## src/shared/srpd_pkg.sv

```systemverilog
/*
 * Constants for the streaming-read parameter decoder: register map,
 * field positions, widths, and timing figures.
 * Assumes a single 200 MHz controller clock.
 */
package srpd_pkg;
   // ======================================================
   // Register map (word index on the plain register port)
   localparam logic [4:0] ADDR_STREAM_CTRL = 5'h00;
   localparam logic [4:0] ADDR_TL_FACTOR = 5'h01;
   localparam logic [4:0] ADDR_LEN_LO = 5'h02;
   localparam logic [4:0] ADDR_LEN_HI = 5'h03;
   localparam logic [4:0] ADDR_SA0 = 5'h04;
   localparam logic [4:0] ADDR_SA3 = 5'h05;
   localparam logic [4:0] ADDR_SA1 = 5'h06;
   localparam logic [4:0] ADDR_SA4 = 5'h07;
   localparam logic [4:0] ADDR_SA2 = 5'h08;
   localparam logic [4:0] ADDR_SA5 = 5'h09;
   localparam logic [4:0] ADDR_COMMAND = 5'h0A;
   localparam logic [4:0] ADDR_TIME_UNIT = 5'h0B;
   localparam logic [4:0] ADDR_CFG_STREAM = 5'h0C;
   localparam logic [4:0] ADDR_CFG_DEFAULT = 5'h0D;
   localparam logic [4:0] ADDR_STATUS = 5'h0E;
   localparam logic [4:0] ADDR_ERROR = 5'h0F;
   localparam logic [4:0] ADDR_LBA_LO = 5'h10;
   localparam logic [4:0] ADDR_LBA_HI = 5'h11;
   localparam logic [4:0] ADDR_LIMIT = 5'h12;
   localparam logic [4:0] ADDR_COUNT = 5'h13;
   localparam logic [4:0] ADDR_EXTRA_ST = 5'h14;
   // ======================================================
   // Field positions
   localparam int CONT_READ_BIT = 6;
   localparam int NOT_SEQ_BIT = 5;
   localparam int RESUME_BIT = 4;
   localparam int SEL_MSB = 2;
   localparam int ST_BUSY_BIT = 7;
   localparam int ST_SERR_BIT = 5;
   localparam int ST_ERR_BIT = 0;
   localparam int ER_ABRT_BIT = 2;
   localparam int ER_TLX_BIT = 0;
   // ======================================================
   // Command codes, widths, reset values
   localparam logic [7:0] CMD_STREAM_READ = 8'h2B;
   localparam int NUM_STREAMS = 8;
   localparam logic [16:0] FULL_LENGTH = 17'h10000;
   localparam logic [15:0] TIME_UNIT_RESET = 16'h0001;
   // ======================================================
   // Timing: 1 us tick at 200 MHz, built-in minimum limit
   localparam int CLK_MHZ = 200;
   localparam int US_NS = 1000;
   localparam int CLK_NS = US_NS / CLK_MHZ;
   localparam int TICK_CYCLES = US_NS / CLK_NS;
   localparam logic [7:0] TICK_LAST = 8'(TICK_CYCLES - 1);
   localparam logic [23:0] MIN_LIMIT_US = 24'h000064;
   // ======================================================
   typedef enum logic [1:0] {IDLE, RUN, DONE} srpd_state_t;
endpackage

```

## src/hdl/srpd_stream_read_decode.sv

```systemverilog
/*
 * Streaming-read command parameter decoder and time-limit keeper.
 * Assumes a plain register port on mclk, and a media engine that
 * reports sector progress, errors and the failing address.
 */
`timescale 1ns/1ps
`default_nettype none
module srpd_stream_read_decode
(
   // Clock and reset
   input wire logic mclk,
   input wire logic rst,
   // Register port
   input wire logic [4:0] regAddr,
   input wire logic [31:0] regWrData,
   input wire logic regWr,
   input wire logic regRd,
   output logic [31:0] regRdData,
   // Media engine side
   output logic readStart,
   output logic [47:0] readLba,
   output logic [16:0] readCount,
   output logic [srpd_pkg::SEL_MSB:0] readStream,
   output logic readNotSeq,
   output logic readHalt,
   input wire logic sectorDone,
   input wire logic sectorErr,
   input wire logic fatalErr,
   input wire logic [47:0] failLba,
   // Status to the command interface
   output logic busy,
   output logic cmdDone
);
   import srpd_pkg::*;

   localparam int SW = SEL_MSB + 1;

   // Saturate a wide product into the limit register width
   function automatic logic [23:0] sat24(input logic [23:0] v, input logic hi);
      sat24 = hi ? 24'hFFFFFF : v;
   endfunction

   // ======================================================
   // Register state
   logic [7:0] ctrl_r, ctrl_nxt;
   logic [7:0] factor_r, factor_nxt;
   logic [15:0] len_r, len_nxt;
   logic [47:0] addr_r, addr_nxt;
   logic [15:0] unit_r, unit_nxt;
   logic [SW-1:0] cfgSel_r, cfgSel_nxt;
   logic [15:0] dflt_r [NUM_STREAMS];
   logic [15:0] dflt_nxt [NUM_STREAMS];
   logic [NUM_STREAMS-1:0] cfgd_r, cfgd_nxt;
   logic [47:0] errLba_r [NUM_STREAMS];
   logic [47:0] errLba_nxt [NUM_STREAMS];
   // Command state
   srpd_state_t state_r, state_nxt;
   logic [23:0] limit_r, limit_nxt;
   logic limitOn_r, limitOn_nxt;
   logic [23:0] elapsed_r, elapsed_nxt;
   logic [7:0] tick_r, tick_nxt;
   logic [16:0] left_r, left_nxt;
   logic [7:0] status_r, status_nxt;
   logic [7:0] error_r, error_nxt;
   logic [47:0] retLba_r, retLba_nxt;
   logic haveFail_r, haveFail_nxt;
   logic contMode_r, contMode_nxt;
   logic [SW-1:0] sel_r, sel_nxt;
   // Output registers
   logic [31:0] rd_r, rd_nxt;
   logic start_r, start_nxt;
   logic [47:0] lbaOut_r, lbaOut_nxt;
   logic [16:0] cntOut_r, cntOut_nxt;
   logic ns_r, ns_nxt;
   logic halt_r, halt_nxt;
   logic done_r, done_nxt;

   // Combinational helpers for command launch
   logic [SW-1:0] cmdSel;
   logic [31:0] rawLimit;
   logic [15:0] useFactor;
   logic [39:0] prod;
   logic [23:0] clampLim;
   logic cmdWrite;
   logic expired;

   // ======================================================
   // Launch decode: stream select, command strobe and clamped limit of a new command
   always_comb
   begin
      cmdSel = ctrl_r[SEL_MSB:0];
      cmdWrite = regWr && regAddr == ADDR_COMMAND
         && regWrData[7:0] == CMD_STREAM_READ && state_r != RUN;
      useFactor = (factor_r != 8'h00) ? {8'h00, factor_r} : dflt_r[cmdSel];
      prod = 40'(useFactor) * 40'(unit_r);
      rawLimit = prod[31:0];
      clampLim = sat24(prod[23:0], |prod[39:24]);
      if (clampLim < MIN_LIMIT_US)
      begin
         clampLim = MIN_LIMIT_US;
      end
      rawLimit = {8'h00, clampLim};
   end

   // Limit has run out when the microsecond count reaches it
   assign expired = limitOn_r && elapsed_r >= limit_r;

   // ======================================================
   // Next-state logic for registers and the command sequence
   always_comb
   begin
      ctrl_nxt = ctrl_r;
      factor_nxt = factor_r;
      len_nxt = len_r;
      addr_nxt = addr_r;
      unit_nxt = unit_r;
      cfgSel_nxt = cfgSel_r;
      dflt_nxt = dflt_r;
      cfgd_nxt = cfgd_r;
      errLba_nxt = errLba_r;
      state_nxt = state_r;
      limit_nxt = limit_r;
      limitOn_nxt = limitOn_r;
      elapsed_nxt = elapsed_r;
      tick_nxt = tick_r;
      left_nxt = left_r;
      status_nxt = status_r;
      error_nxt = error_r;
      retLba_nxt = retLba_r;
      haveFail_nxt = haveFail_r;
      contMode_nxt = contMode_r;
      sel_nxt = sel_r;
      rd_nxt = 32'h0000_0000;
      start_nxt = 1'b0;
      lbaOut_nxt = lbaOut_r;
      cntOut_nxt = cntOut_r;
      ns_nxt = ns_r;
      halt_nxt = 1'b0;
      done_nxt = 1'b0;
      // Parameter writes; the block is write-only except the time unit, and busy is ignored
      if (regWr)
      begin
         unique case (regAddr)
            ADDR_STREAM_CTRL: ctrl_nxt = regWrData[7:0];
            ADDR_TL_FACTOR: factor_nxt = regWrData[7:0];
            ADDR_LEN_LO: len_nxt[7:0] = regWrData[7:0];
            ADDR_LEN_HI: len_nxt[15:8] = regWrData[7:0];
            ADDR_SA0: addr_nxt[7:0] = regWrData[7:0];
            ADDR_SA1: addr_nxt[15:8] = regWrData[7:0];
            ADDR_SA2: addr_nxt[23:16] = regWrData[7:0];
            ADDR_SA3: addr_nxt[31:24] = regWrData[7:0];
            ADDR_SA4: addr_nxt[39:32] = regWrData[7:0];
            ADDR_SA5: addr_nxt[47:40] = regWrData[7:0];
            ADDR_TIME_UNIT: unit_nxt = regWrData[15:0];
            ADDR_CFG_STREAM: cfgSel_nxt = regWrData[SEL_MSB:0];
            ADDR_CFG_DEFAULT:
            begin
               // Stream configuration stores a default per stream
               dflt_nxt[cfgSel_r] = regWrData[15:0];
               cfgd_nxt[cfgSel_r] = 1'b1;
            end
            default: ;
         endcase
      end
      // Register reads answer one cycle later; unmapped reads give zero
      if (regRd)
      begin
         unique case (regAddr)
            ADDR_STATUS: rd_nxt = {24'h000000, status_r};
            ADDR_ERROR: rd_nxt = {24'h000000, error_r};
            ADDR_LBA_LO: rd_nxt = retLba_r[31:0];
            ADDR_LBA_HI: rd_nxt = {16'h0000, retLba_r[47:32]};
            ADDR_LIMIT: rd_nxt = {7'h00, limitOn_r, limit_r};
            ADDR_COUNT: rd_nxt = {15'h0000, left_r};
            ADDR_TIME_UNIT: rd_nxt = {16'h0000, unit_r};
            ADDR_EXTRA_ST: rd_nxt = {29'h0, haveFail_r, contMode_r, busy};
            default: rd_nxt = 32'h0000_0000;
         endcase
      end
      unique case (state_r)
         IDLE, DONE:
         begin
            if (cmdWrite)
            begin
               // Timing starts at the command register write
               state_nxt = RUN;
               sel_nxt = cmdSel;
               contMode_nxt = ctrl_r[CONT_READ_BIT];
               ns_nxt = ctrl_r[NOT_SEQ_BIT];
               limit_nxt = rawLimit[23:0];
               limitOn_nxt = (factor_r != 8'h00)
                  || (cfgd_r[cmdSel] && dflt_r[cmdSel] != 16'h0000);
               elapsed_nxt = 24'h000000;
               tick_nxt = 8'h00;
               left_nxt = (len_r == 16'h0000) ? FULL_LENGTH : {1'b0, len_r};
               cntOut_nxt = left_nxt;
               lbaOut_nxt = ctrl_r[RESUME_BIT] ? errLba_r[cmdSel] : addr_r;
               start_nxt = 1'b1;
               status_nxt = 8'h00;
               status_nxt[ST_BUSY_BIT] = 1'b1;
               error_nxt = 8'h00;
               haveFail_nxt = 1'b0;
            end
         end
         RUN:
         begin
            // Microsecond tick from the clock divider
            if (tick_r == TICK_LAST)
            begin
               tick_nxt = 8'h00;
               if (elapsed_r != 24'hFFFFFF)
                  elapsed_nxt = elapsed_r + 24'h000001;
            end
            else
               tick_nxt = tick_r + 8'h01;
            // Errors: continuous mode keeps going and flags stream error
            if (sectorErr || fatalErr)
            begin
               if (contMode_r)
                  status_nxt[ST_SERR_BIT] = 1'b1;
               if (!haveFail_r)
               begin
                  retLba_nxt = failLba;
                  errLba_nxt[sel_r] = failLba;
                  haveFail_nxt = 1'b1;
               end
            end
            if (sectorDone && left_r != 17'h00000)
               left_nxt = left_r - 17'h00001;
            if (expired)
            begin
               // Halt on limit expiry, timeout noted in the error log
               state_nxt = DONE;
               halt_nxt = 1'b1;
               done_nxt = 1'b1;
               error_nxt[ER_TLX_BIT] = 1'b1;
               status_nxt[ST_BUSY_BIT] = 1'b0;
               if (contMode_r)
               begin
                  status_nxt[ST_SERR_BIT] = 1'b1;
                  status_nxt[ST_ERR_BIT] = 1'b0;
               end
               else
                  status_nxt[ST_ERR_BIT] = 1'b1;
            end
            else if (fatalErr && !contMode_r)
            begin
               // Normal mode aborts on an unrecoverable error
               state_nxt = DONE;
               halt_nxt = 1'b1;
               done_nxt = 1'b1;
               error_nxt[ER_ABRT_BIT] = 1'b1;
               status_nxt[ST_BUSY_BIT] = 1'b0;
               status_nxt[ST_ERR_BIT] = 1'b1;
            end
            else if (left_nxt == 17'h00000)
            begin
               // All sectors delivered; errors never set ERR in continuous mode
               state_nxt = DONE;
               done_nxt = 1'b1;
               status_nxt[ST_BUSY_BIT] = 1'b0;
            end
         end
         default: state_nxt = IDLE;
      endcase
   end

   // ======================================================
   // Registers
   always_ff @(posedge mclk or posedge rst)
   begin
      if (rst)
      begin
         ctrl_r <= 8'h00;
         factor_r <= 8'h00;
         len_r <= 16'h0000;
         addr_r <= 48'h0;
         unit_r <= TIME_UNIT_RESET;
         cfgSel_r <= '0;
         for (int i = 0; i < NUM_STREAMS; i++)
         begin
            dflt_r[i] <= 16'h0000;
            errLba_r[i] <= 48'h0;
         end
         cfgd_r <= '0;
         state_r <= IDLE;
         limit_r <= 24'h000000;
         limitOn_r <= 1'b0;
         elapsed_r <= 24'h000000;
         tick_r <= 8'h00;
         left_r <= 17'h00000;
         status_r <= 8'h00;
         error_r <= 8'h00;
         retLba_r <= 48'h0;
         haveFail_r <= 1'b0;
         contMode_r <= 1'b0;
         sel_r <= '0;
         rd_r <= 32'h0000_0000;
         start_r <= 1'b0;
         lbaOut_r <= 48'h0;
         cntOut_r <= 17'h00000;
         ns_r <= 1'b0;
         halt_r <= 1'b0;
         done_r <= 1'b0;
      end
      else
      begin
         ctrl_r <= ctrl_nxt;
         factor_r <= factor_nxt;
         len_r <= len_nxt;
         addr_r <= addr_nxt;
         unit_r <= unit_nxt;
         cfgSel_r <= cfgSel_nxt;
         dflt_r <= dflt_nxt;
         errLba_r <= errLba_nxt;
         cfgd_r <= cfgd_nxt;
         state_r <= state_nxt;
         limit_r <= limit_nxt;
         limitOn_r <= limitOn_nxt;
         elapsed_r <= elapsed_nxt;
         tick_r <= tick_nxt;
         left_r <= left_nxt;
         status_r <= status_nxt;
         error_r <= error_nxt;
         retLba_r <= retLba_nxt;
         haveFail_r <= haveFail_nxt;
         contMode_r <= contMode_nxt;
         sel_r <= sel_nxt;
         rd_r <= rd_nxt;
         start_r <= start_nxt;
         lbaOut_r <= lbaOut_nxt;
         cntOut_r <= cntOut_nxt;
         ns_r <= ns_nxt;
         halt_r <= halt_nxt;
         done_r <= done_nxt;
      end
   end

   // ======================================================
   // Outputs, all from flip-flops
   assign regRdData = rd_r;
   assign readStart = start_r;
   assign readLba = lbaOut_r;
   assign readCount = cntOut_r;
   assign readStream = sel_r;
   assign readNotSeq = ns_r;
   assign readHalt = halt_r;
   assign busy = status_r[ST_BUSY_BIT];
   assign cmdDone = done_r;
endmodule
`default_nettype wire

```

## config.mk

```make
export PLATFORM = sky130hd
export DESIGN_NAME = srpd_stream_read_decode
export DESIGN_NICKNAME = d
export VERILOG_FILES = /design/src/shared/srpd_pkg.sv /design/src/hdl/srpd_stream_read_decode.sv
export SDC_FILE = /design/constraint.sdc
export NUM_CORES = 2
export LEC_CHECK = 0
export BUFFER_PORTS_ARGS = -buffer_cell sky130_fd_sc_hd__buf_4
export CORE_ASPECT_RATIO = 0.8
export CORE_UTILIZATION = 40
export CTS_CLUSTER_SIZE = 25
export DETAILED_ROUTE_END_ITERATION = 8
export MAX_ROUTING_LAYER = met4
export SKIP_CTS_REPAIR_TIMING = 1
export SLEW_MARGIN = 40
export SYNTH_ARGS = -nofsm -noshare
export SYNTH_HDL_FRONTEND = slang
export SYNTH_SLANG_ARGS = --single-unit
```

## constraint.sdc

```tcl
create_clock -name mclk -period 31.4 [get_ports mclk]
set_input_delay 6.28 -clock mclk [delete_from_list [all_inputs] [get_ports mclk]]
set_output_delay 6.28 -clock mclk [all_outputs]
set_load 0.05 [all_outputs]
```

-- Word-level counts from Yosys, hierarchy flattened
Index checks and enable logic that the tools add are counted.
- bits in registers: 853
- input bits: 92
- output and inout port bits: 105
- logic and storage cells: 221
- $add $sub $neg: 3
- $mul: 1
- magnitude comparators: 10
- eq/ne operators: 35
- muxes and demuxes: 70
- bitwise gates (word level): 5
- reductions and logical operators: 46
- operators by type and width (cell ; count):
    bitwise mux 384 bit ; 1
    one-hot mux 32 bit (8 select lines) ; 1
    two-way mux 48 bit ; 4
    binary-select mux 48 bit (select 3 bit) ; 1
    demux 48 bit (select 3 bit) ; 1
    bitwise mux 128 bit ; 1
    two-way mux 24 bit ; 5
    two-way mux 17 bit ; 4
    two-way mux 16 bit ; 4
    binary-select mux 16 bit (select 3 bit) ; 1
    demux 16 bit (select 3 bit) ; 1
    one-hot mux 24 bit (2 select lines) ; 1
    == test 5 x 4 -> 1 bit (second input constant) ; 8
    one-hot mux 17 bit (2 select lines) ; 1
    multiplier 16 x 16 -> 32 bit ; 1
    two-way mux 32 bit ; 1
    AND reduction 2 bit ; 16
    == test 5 bit (second input constant) ; 5
    two-way mux 1 bit ; 25
    adder 24 x 1 -> 24 bit (second input constant) ; 1
    greater-or-equal comparator 24 bit ; 1
    < comparator 24 x 7 -> 1 bit (second input constant) ; 1
    two-way mux 8 bit ; 3
    inequality test 24 bit (second input constant) ; 1
    other kinds (42) ; 81

-- Logic depth before layout (Yosys ltp)
- depth after elaboration: 10
- gate-level depth with buffers: 31
- mapped depth without buffers: 28

-- Least setup slack after synthesis
No wires, ideal clock.
- path kind: input port to flip-flop
- start point: input port regAddr[0]
- end point: register dflt_r[127] (netlist bit)
- library setup time: 0.125 ns
- arrival: 8.322 ns
- required time: 31.275 ns
- path slack: 22.953 ns
- stages on the path: 9
- path buffers: 4
- path through: buf_2 > nor2b_1 > clkbuf_1 > and3_1 > nand2b_1 > clkbuf_1 > nor3_1 > buf_2 > mux2_2
- longest elaborated chain between the ends: 2
- ends and longest elaborated chain (item ; RTL line ; text):
    start, declared ; srpd_stream_read_decode.sv:14 ; input wire logic [4:0] regAddr,
    == test 5 x 4 -> 1 bit ; srpd_stream_read_decode.sv:143 ; unique case (regAddr)
    AND reduction 2 bit (no line) ; -- ;
    end signal, assigned ; srpd_stream_read_decode.sv:314 ; dflt_r <= dflt_nxt;
    end, declared ; srpd_stream_read_decode.sv:51 ; logic [15:0] dflt_r [NUM_STREAMS];
Every way passes these cells.
A chain may end at the register's enable or synchronous reset.

-- Worst setup path in the final report
- start point: register ctrl_r[0]
- end point: register limit_r[4]
- longest elaborated chain between the ends: 10
- ends and longest elaborated chain (item ; RTL line ; text):
    start, declared ; srpd_stream_read_decode.sv:45 ; logic [7:0] ctrl_r, ctrl_nxt;
    start signal, assigned ; srpd_stream_read_decode.sv:308 ; ctrl_r <= ctrl_nxt;
    NOT 3 -> 4 bit (implied by the code) (*) ; srpd_stream_read_decode.sv:94 ; useFactor = (factor_r != 8'h00) ? {8'h00, factor_r} : dflt_r[cmdSel];
    binary-select mux 16 bit (select 3 bit) (*) ; srpd_stream_read_decode.sv:94 ;
    two-way mux 16 bit (implied by the code) (*) (2 in a row) ; srpd_stream_read_decode.sv:94 ;
    two-way mux 16 bit (*) ; srpd_stream_read_decode.sv:94 ;
    multiplier 16 x 16 -> 32 bit (*) ; srpd_stream_read_decode.sv:95 ; prod = 40'(useFactor) * 40'(unit_r);
    OR reduction 8 bit ; srpd_stream_read_decode.sv:97 ; clampLim = sat24(prod[23:0], |prod[39:24]);
    two-way mux 24 bit (*) ; srpd_stream_read_decode.sv:40 ; sat24 = hi ? 24'hFFFFFF : v;
    < comparator 24 x 7 -> 1 bit ; srpd_stream_read_decode.sv:98 ; if (clampLim < MIN_LIMIT_US)
    two-way mux 24 bit (*) ; srpd_stream_read_decode.sv:98 ;
    end signal, assigned ; srpd_stream_read_decode.sv:318 ; limit_r <= limit_nxt;
    end, declared ; srpd_stream_read_decode.sv:58 ; logic [23:0] limit_r, limit_nxt;
Mark *: on every way between the ends. The rest lies on a longest branch, timed or not. The select of a mux whose other input is x is not followed.

==> results <==
- The number of placement rows is 111.
- The detailed-route via count is 30614.
- Based on the critical path, the design can be clocked at up to 103.5 MHz.
- Global routing used 23.21% of the available tracks across all layers.
- The TritonCTS buffer count is 87.
- The synthesized netlist occupies a cell area of 46730 um2.
- In this run the worst path has a maximum fanout of 40.
- Setup repair after global routing left no endpoint under its margin.
- The critical setup path kind is reg2reg.
- The first routing iteration left 2604 violations.
- Together, buffers and inverters on the worst path number 5.
- The number of nets handed over by synthesis was 4227.
- The detailed placement HPWL is 90.08 mm.
- The total congestion overflow after global routing is 0.
- The mean instance size in the synthesized netlist is 12.27 um2.
- The worst register-to-register path has a depth of 26.
- The actual slew at the worst max-slew pin is 0.9606 ns.
- The register share of total power is 39.9%.
- The clock drives 852 sinks.
- Pin placement for this block handled 197 I/O pins.
- For this run, the number of standard cells in the final layout without fillers is 5534.
- The distinct cell type count of the synthesized netlist is 79.
- The signal arrival time at the worst endpoint is 10.20 ns.
- For this run, design rule violations remaining after detail routing come to 0.
- Counting instances, the worst hold path has a depth of 1.
- The cell that appears most often on the critical path is sky130_fd_sc_hd__fa_1.
- The highest cell delay on the worst timing path is 0.68 ns.
- Among all flip-flop cells after synthesis, the most frequent one is sky130_fd_sc_hd__dfrtp_1.
- The setup-violating endpoint count in the final report is 0.
- After filler insertion, the fill cell instance count of the layout stands at 10394.
- Counting flops with a built-in enable in the synthesized netlist gives 0.
- In the finished design, the share of the clock period the worst path needs comes to 30.76%.
- The initial utilization of the core area, before any placement, comes to 40.59%.
- The final cell utilization of the core is 46.13%.
- Compared with the post-synthesis result, the final layout area differs by 13.65%.
- Of the total power, the clock network draws 37.2%.
- Routability-driven placement finished with a final weighted congestion of 0.9415.
- The floorplan step defined a die boundary enclosing 118200 um2.
- The number of global-route vias before repair is 30787.
- The post-route minimum period is 9.657 ns.
- The count of synthesis-stage warnings from yosys is 0.
- In this run the static leakage power is 25.68 nW.
- The proportion of register bits with asynchronous set or reset after synthesis is 100.0%.
- At the worst endpoint, the required time is 31.95 ns.
- The number of hold violations in the final report was 0.
- The share of total power in combinational logic is 22.9%.
- The clock arrives with 0.04248 ns of skew.
- The sequential share of the synthesized area is 45.63%.
- In the final layout, the multi-input gates occupy 23580 um2.
- TritonCTS built the clock tree.
- The clock-pin slew of the registers on the worst-case setup and hold paths is 0.06 ns.
- The floorplan die height is 307.7 um.
- The post-route netlist has 31.43% of its cells at a drive strength greater than 1.
- The capturing element type of the critical path is a flip-flop.
- The placeable core area is 115100 um2.
- The total design power is 3.001 mW.
- The class of the worst hold path is reg2reg.
- The run finished with clean final reports.
- VDD sags by at most 39.66 uV.
- The clock latency at the later pin of the worst-skew pair is 0.71 ns.
- Counting every instance in the synthesized netlist gives 3810.
- The maximum clock insertion buffer count is 3.
- The highest-delay cell along the critical path is sky130_fd_sc_hd__dfrtp_4.
- The first TritonRoute pass finished after 6 iterations.
- Among cell families on the critical path, the largest total delay comes from adder cells.
- The net switching power is 0.9545 mW.
- The detail route stage leaves a number of antenna-violating nets equal to 0.
- Port buffering added 180 buffers.
- The share of total power consumed by net switching is 31.80%.
- The final layout contains 4340 nets.
- The placed cell count is 5358.
- The number of antenna violations at the first check in global routing came to 21.
- The worst pin sits at a relative slew slack of 35.28%.
- The max capacitance violation total is 0.
- Entering global routing, the biggest net connects 105 pins.
- Hold timing on the final database bottoms out at a slack of 0.4674 ns.
- The power per standard cell area is 56.50 nW/um2.
- Cell internal power was estimated by the tool at 2.047 mW.
- Wires add up to 131.4 mm.
- The H-tree level count is 3.
- Counting buffers and inverters, the worst setup path is 26 cells deep.
- The mean number of vias per cell is 5.532.
- In the final timing run, aggregate negative setup slack is 0 ns.
- The count of final max-slew check failures is 0.
- The global-route wire length before repair is 199.1 mm.
- The startpoint type of the worst setup path is a flip-flop.
- Counting flops and latches in the post-synthesis netlist gives 852.
- The tree is rooted in a sky130_fd_sc_hd__clkbuf_16.
- The horizontal die dimension is 384.2 um.
- Dividing the detail-routed wire length by the instance count gives 23.74 um.
- Across the whole layout, storage elements account for 21350 um2.
-- cell type report --
class                   count  share of cell area [%]
repair buffers            256                   3.908
diodes                     16                 0.07538
clock inverters            43                   1.133
multi-input cells        2448                   44.40
clock buffers             116                   4.723
flip-flops and latches    852                   40.19
inverters                 278                   1.979
well taps                1525                   3.592
-- power by group through the flow --
stage | sequential, mW | clock (mW) | combinational (mW)
3_5_place_dp | 1.22 | 0 | 0.688
4_1_cts | 1.20 | 1.14 | 0.694
2_1_floorplan | 1.18 | 0 | 0.499
3_3_place_gp | 1.21 | 0 | 0.680
5_1_grt | 1.20 | 1.19 | 0.767
6_report | 1.20 | 1.12 | 0.686
-- cells in the mapped netlist, drive strengths merged (31+ instances only) --
cell type	number	area [um2]
a21oi	68	344.1
a22oi	34	255.2
and2	113	706.9
buf	51	235.2
clkbuf	181	679.4
dfrtp	851	21300
fa	194	3884
ha	131	1639
inv	278	1044
mux2	656	7387
mux2i	68	680.7
mux4	130	2928
nand2	358	1344
nand3	31	155.2
nand4	31	193.9
nor2	114	427.9
nor2b	42	262.8
o21ai	174	870.8
-- path summary, 6_finish.rpt --
check                           startpoint            end  slack [ns]
worst max-delay path             ctrl_r[0]     limit_r[4]       21.74
min in group asynchronous              rst  elapsed_r[18]        5.59
worst min register to register   cfgd_r[5]      cfgd_r[5]        0.47
max in group asynchronous              rst     dflt_r[93]       23.34
worst min-delay path             cfgd_r[5]      cfgd_r[5]        0.47
worst max register to register   ctrl_r[0]     limit_r[4]       21.74
-- kinds of logic (layout without fill, tap and decap cells) --
family / count (synthesis) / count (layout) / share of synthesized area [%]
simple gates: 817 / 817 / 8.522
other cells: 0 / 16 / 0
mux: 854 / 854 / 23.53
compound gates: 415 / 415 / 5.623
buf+inv: 510 / 693 / 4.190
flops: 852 / 852 / 45.63
xor+xnor: 37 / 37 / 0.6934
fa+ha+maj: 325 / 325 / 11.82
-- flip-flops by register name, summed over array words and instances (netlist names), 6 cells and up --
register   count
addr_r        48
cfgd_r         8
ctrl_r         6
dflt_r       128
elapsed_r     24
errLba_r     384
factor_r       8
left_r        17
len_r         16
limit_r       24
readCount     17
readLba       48
regRdData     32
retLba_r      48
tick_r         8
unit_r        16
-- cells in the final DEF, fill, tap and decap left out, types with 111 or more instances in the layout --
cell type,instances
sky130_fd_sc_hd__dfrtp_1,840
sky130_fd_sc_hd__fa_1,194
sky130_fd_sc_hd__inv_1,276
sky130_fd_sc_hd__nor2_1,111
sky130_fd_sc_hd__nand2_1,355
sky130_fd_sc_hd__o21ai_0,168
sky130_fd_sc_hd__buf_4,233
sky130_fd_sc_hd__mux2_2,656
sky130_fd_sc_hd__mux4_2,130
sky130_fd_sc_hd__and2_1,112
sky130_fd_sc_hd__ha_1,131
-- layer usage --
metal	share of wire (%)	wire (um)	track usage (%)	vias to the layer above
met3	8.0	10550	5.739	152
met1	48	62840	34.29	16050
met2	42	55560	31.93	873
met5	0	0	-	-
li1	-	-	-	13539
met4	1.9	2440	5.031	0
-- stage by stage --
stage	instance area, um2	worst slack [ns]
after floorplan	46730	1.182
after global placement	49630	20.96
after detailed placement	49910	21.55
after CTS	53020	21.51
after global routing	53110	21.25
final	53110	21.74
-- worst reg2reg max path: stages (launching register included) --
cell	delay [ns]
sky130_fd_sc_hd__dfrtp_4	0.68
sky130_fd_sc_hd__buf_6	0.56
sky130_fd_sc_hd__mux4_2	0.61
sky130_fd_sc_hd__mux2i_1	0.43
sky130_fd_sc_hd__nor2_1	0.33
sky130_fd_sc_hd__nor2_2	0.63
sky130_fd_sc_hd__nor2b_1	0.15
sky130_fd_sc_hd__fa_1	0.55
sky130_fd_sc_hd__inv_1	0.05
sky130_fd_sc_hd__fa_1	0.48
sky130_fd_sc_hd__inv_1	0.06
sky130_fd_sc_hd__fa_1	0.50
sky130_fd_sc_hd__fa_1	0.51
sky130_fd_sc_hd__fa_1	0.54
sky130_fd_sc_hd__inv_1	0.05
sky130_fd_sc_hd__fa_1	0.57
sky130_fd_sc_hd__inv_1	0.05
sky130_fd_sc_hd__ha_1	0.39
sky130_fd_sc_hd__a21oi_1	0.25
sky130_fd_sc_hd__o21ai_0	0.19
sky130_fd_sc_hd__or2_2	0.32
sky130_fd_sc_hd__o211ai_1	0.31
sky130_fd_sc_hd__nand2b_1	0.12
sky130_fd_sc_hd__xnor2_1	0.37
sky130_fd_sc_hd__nand3_1	0.16
sky130_fd_sc_hd__nor3_1	0.45
sky130_fd_sc_hd__o22ai_1	0.17
No activity file was read; power rests on OpenSTA's default activity.
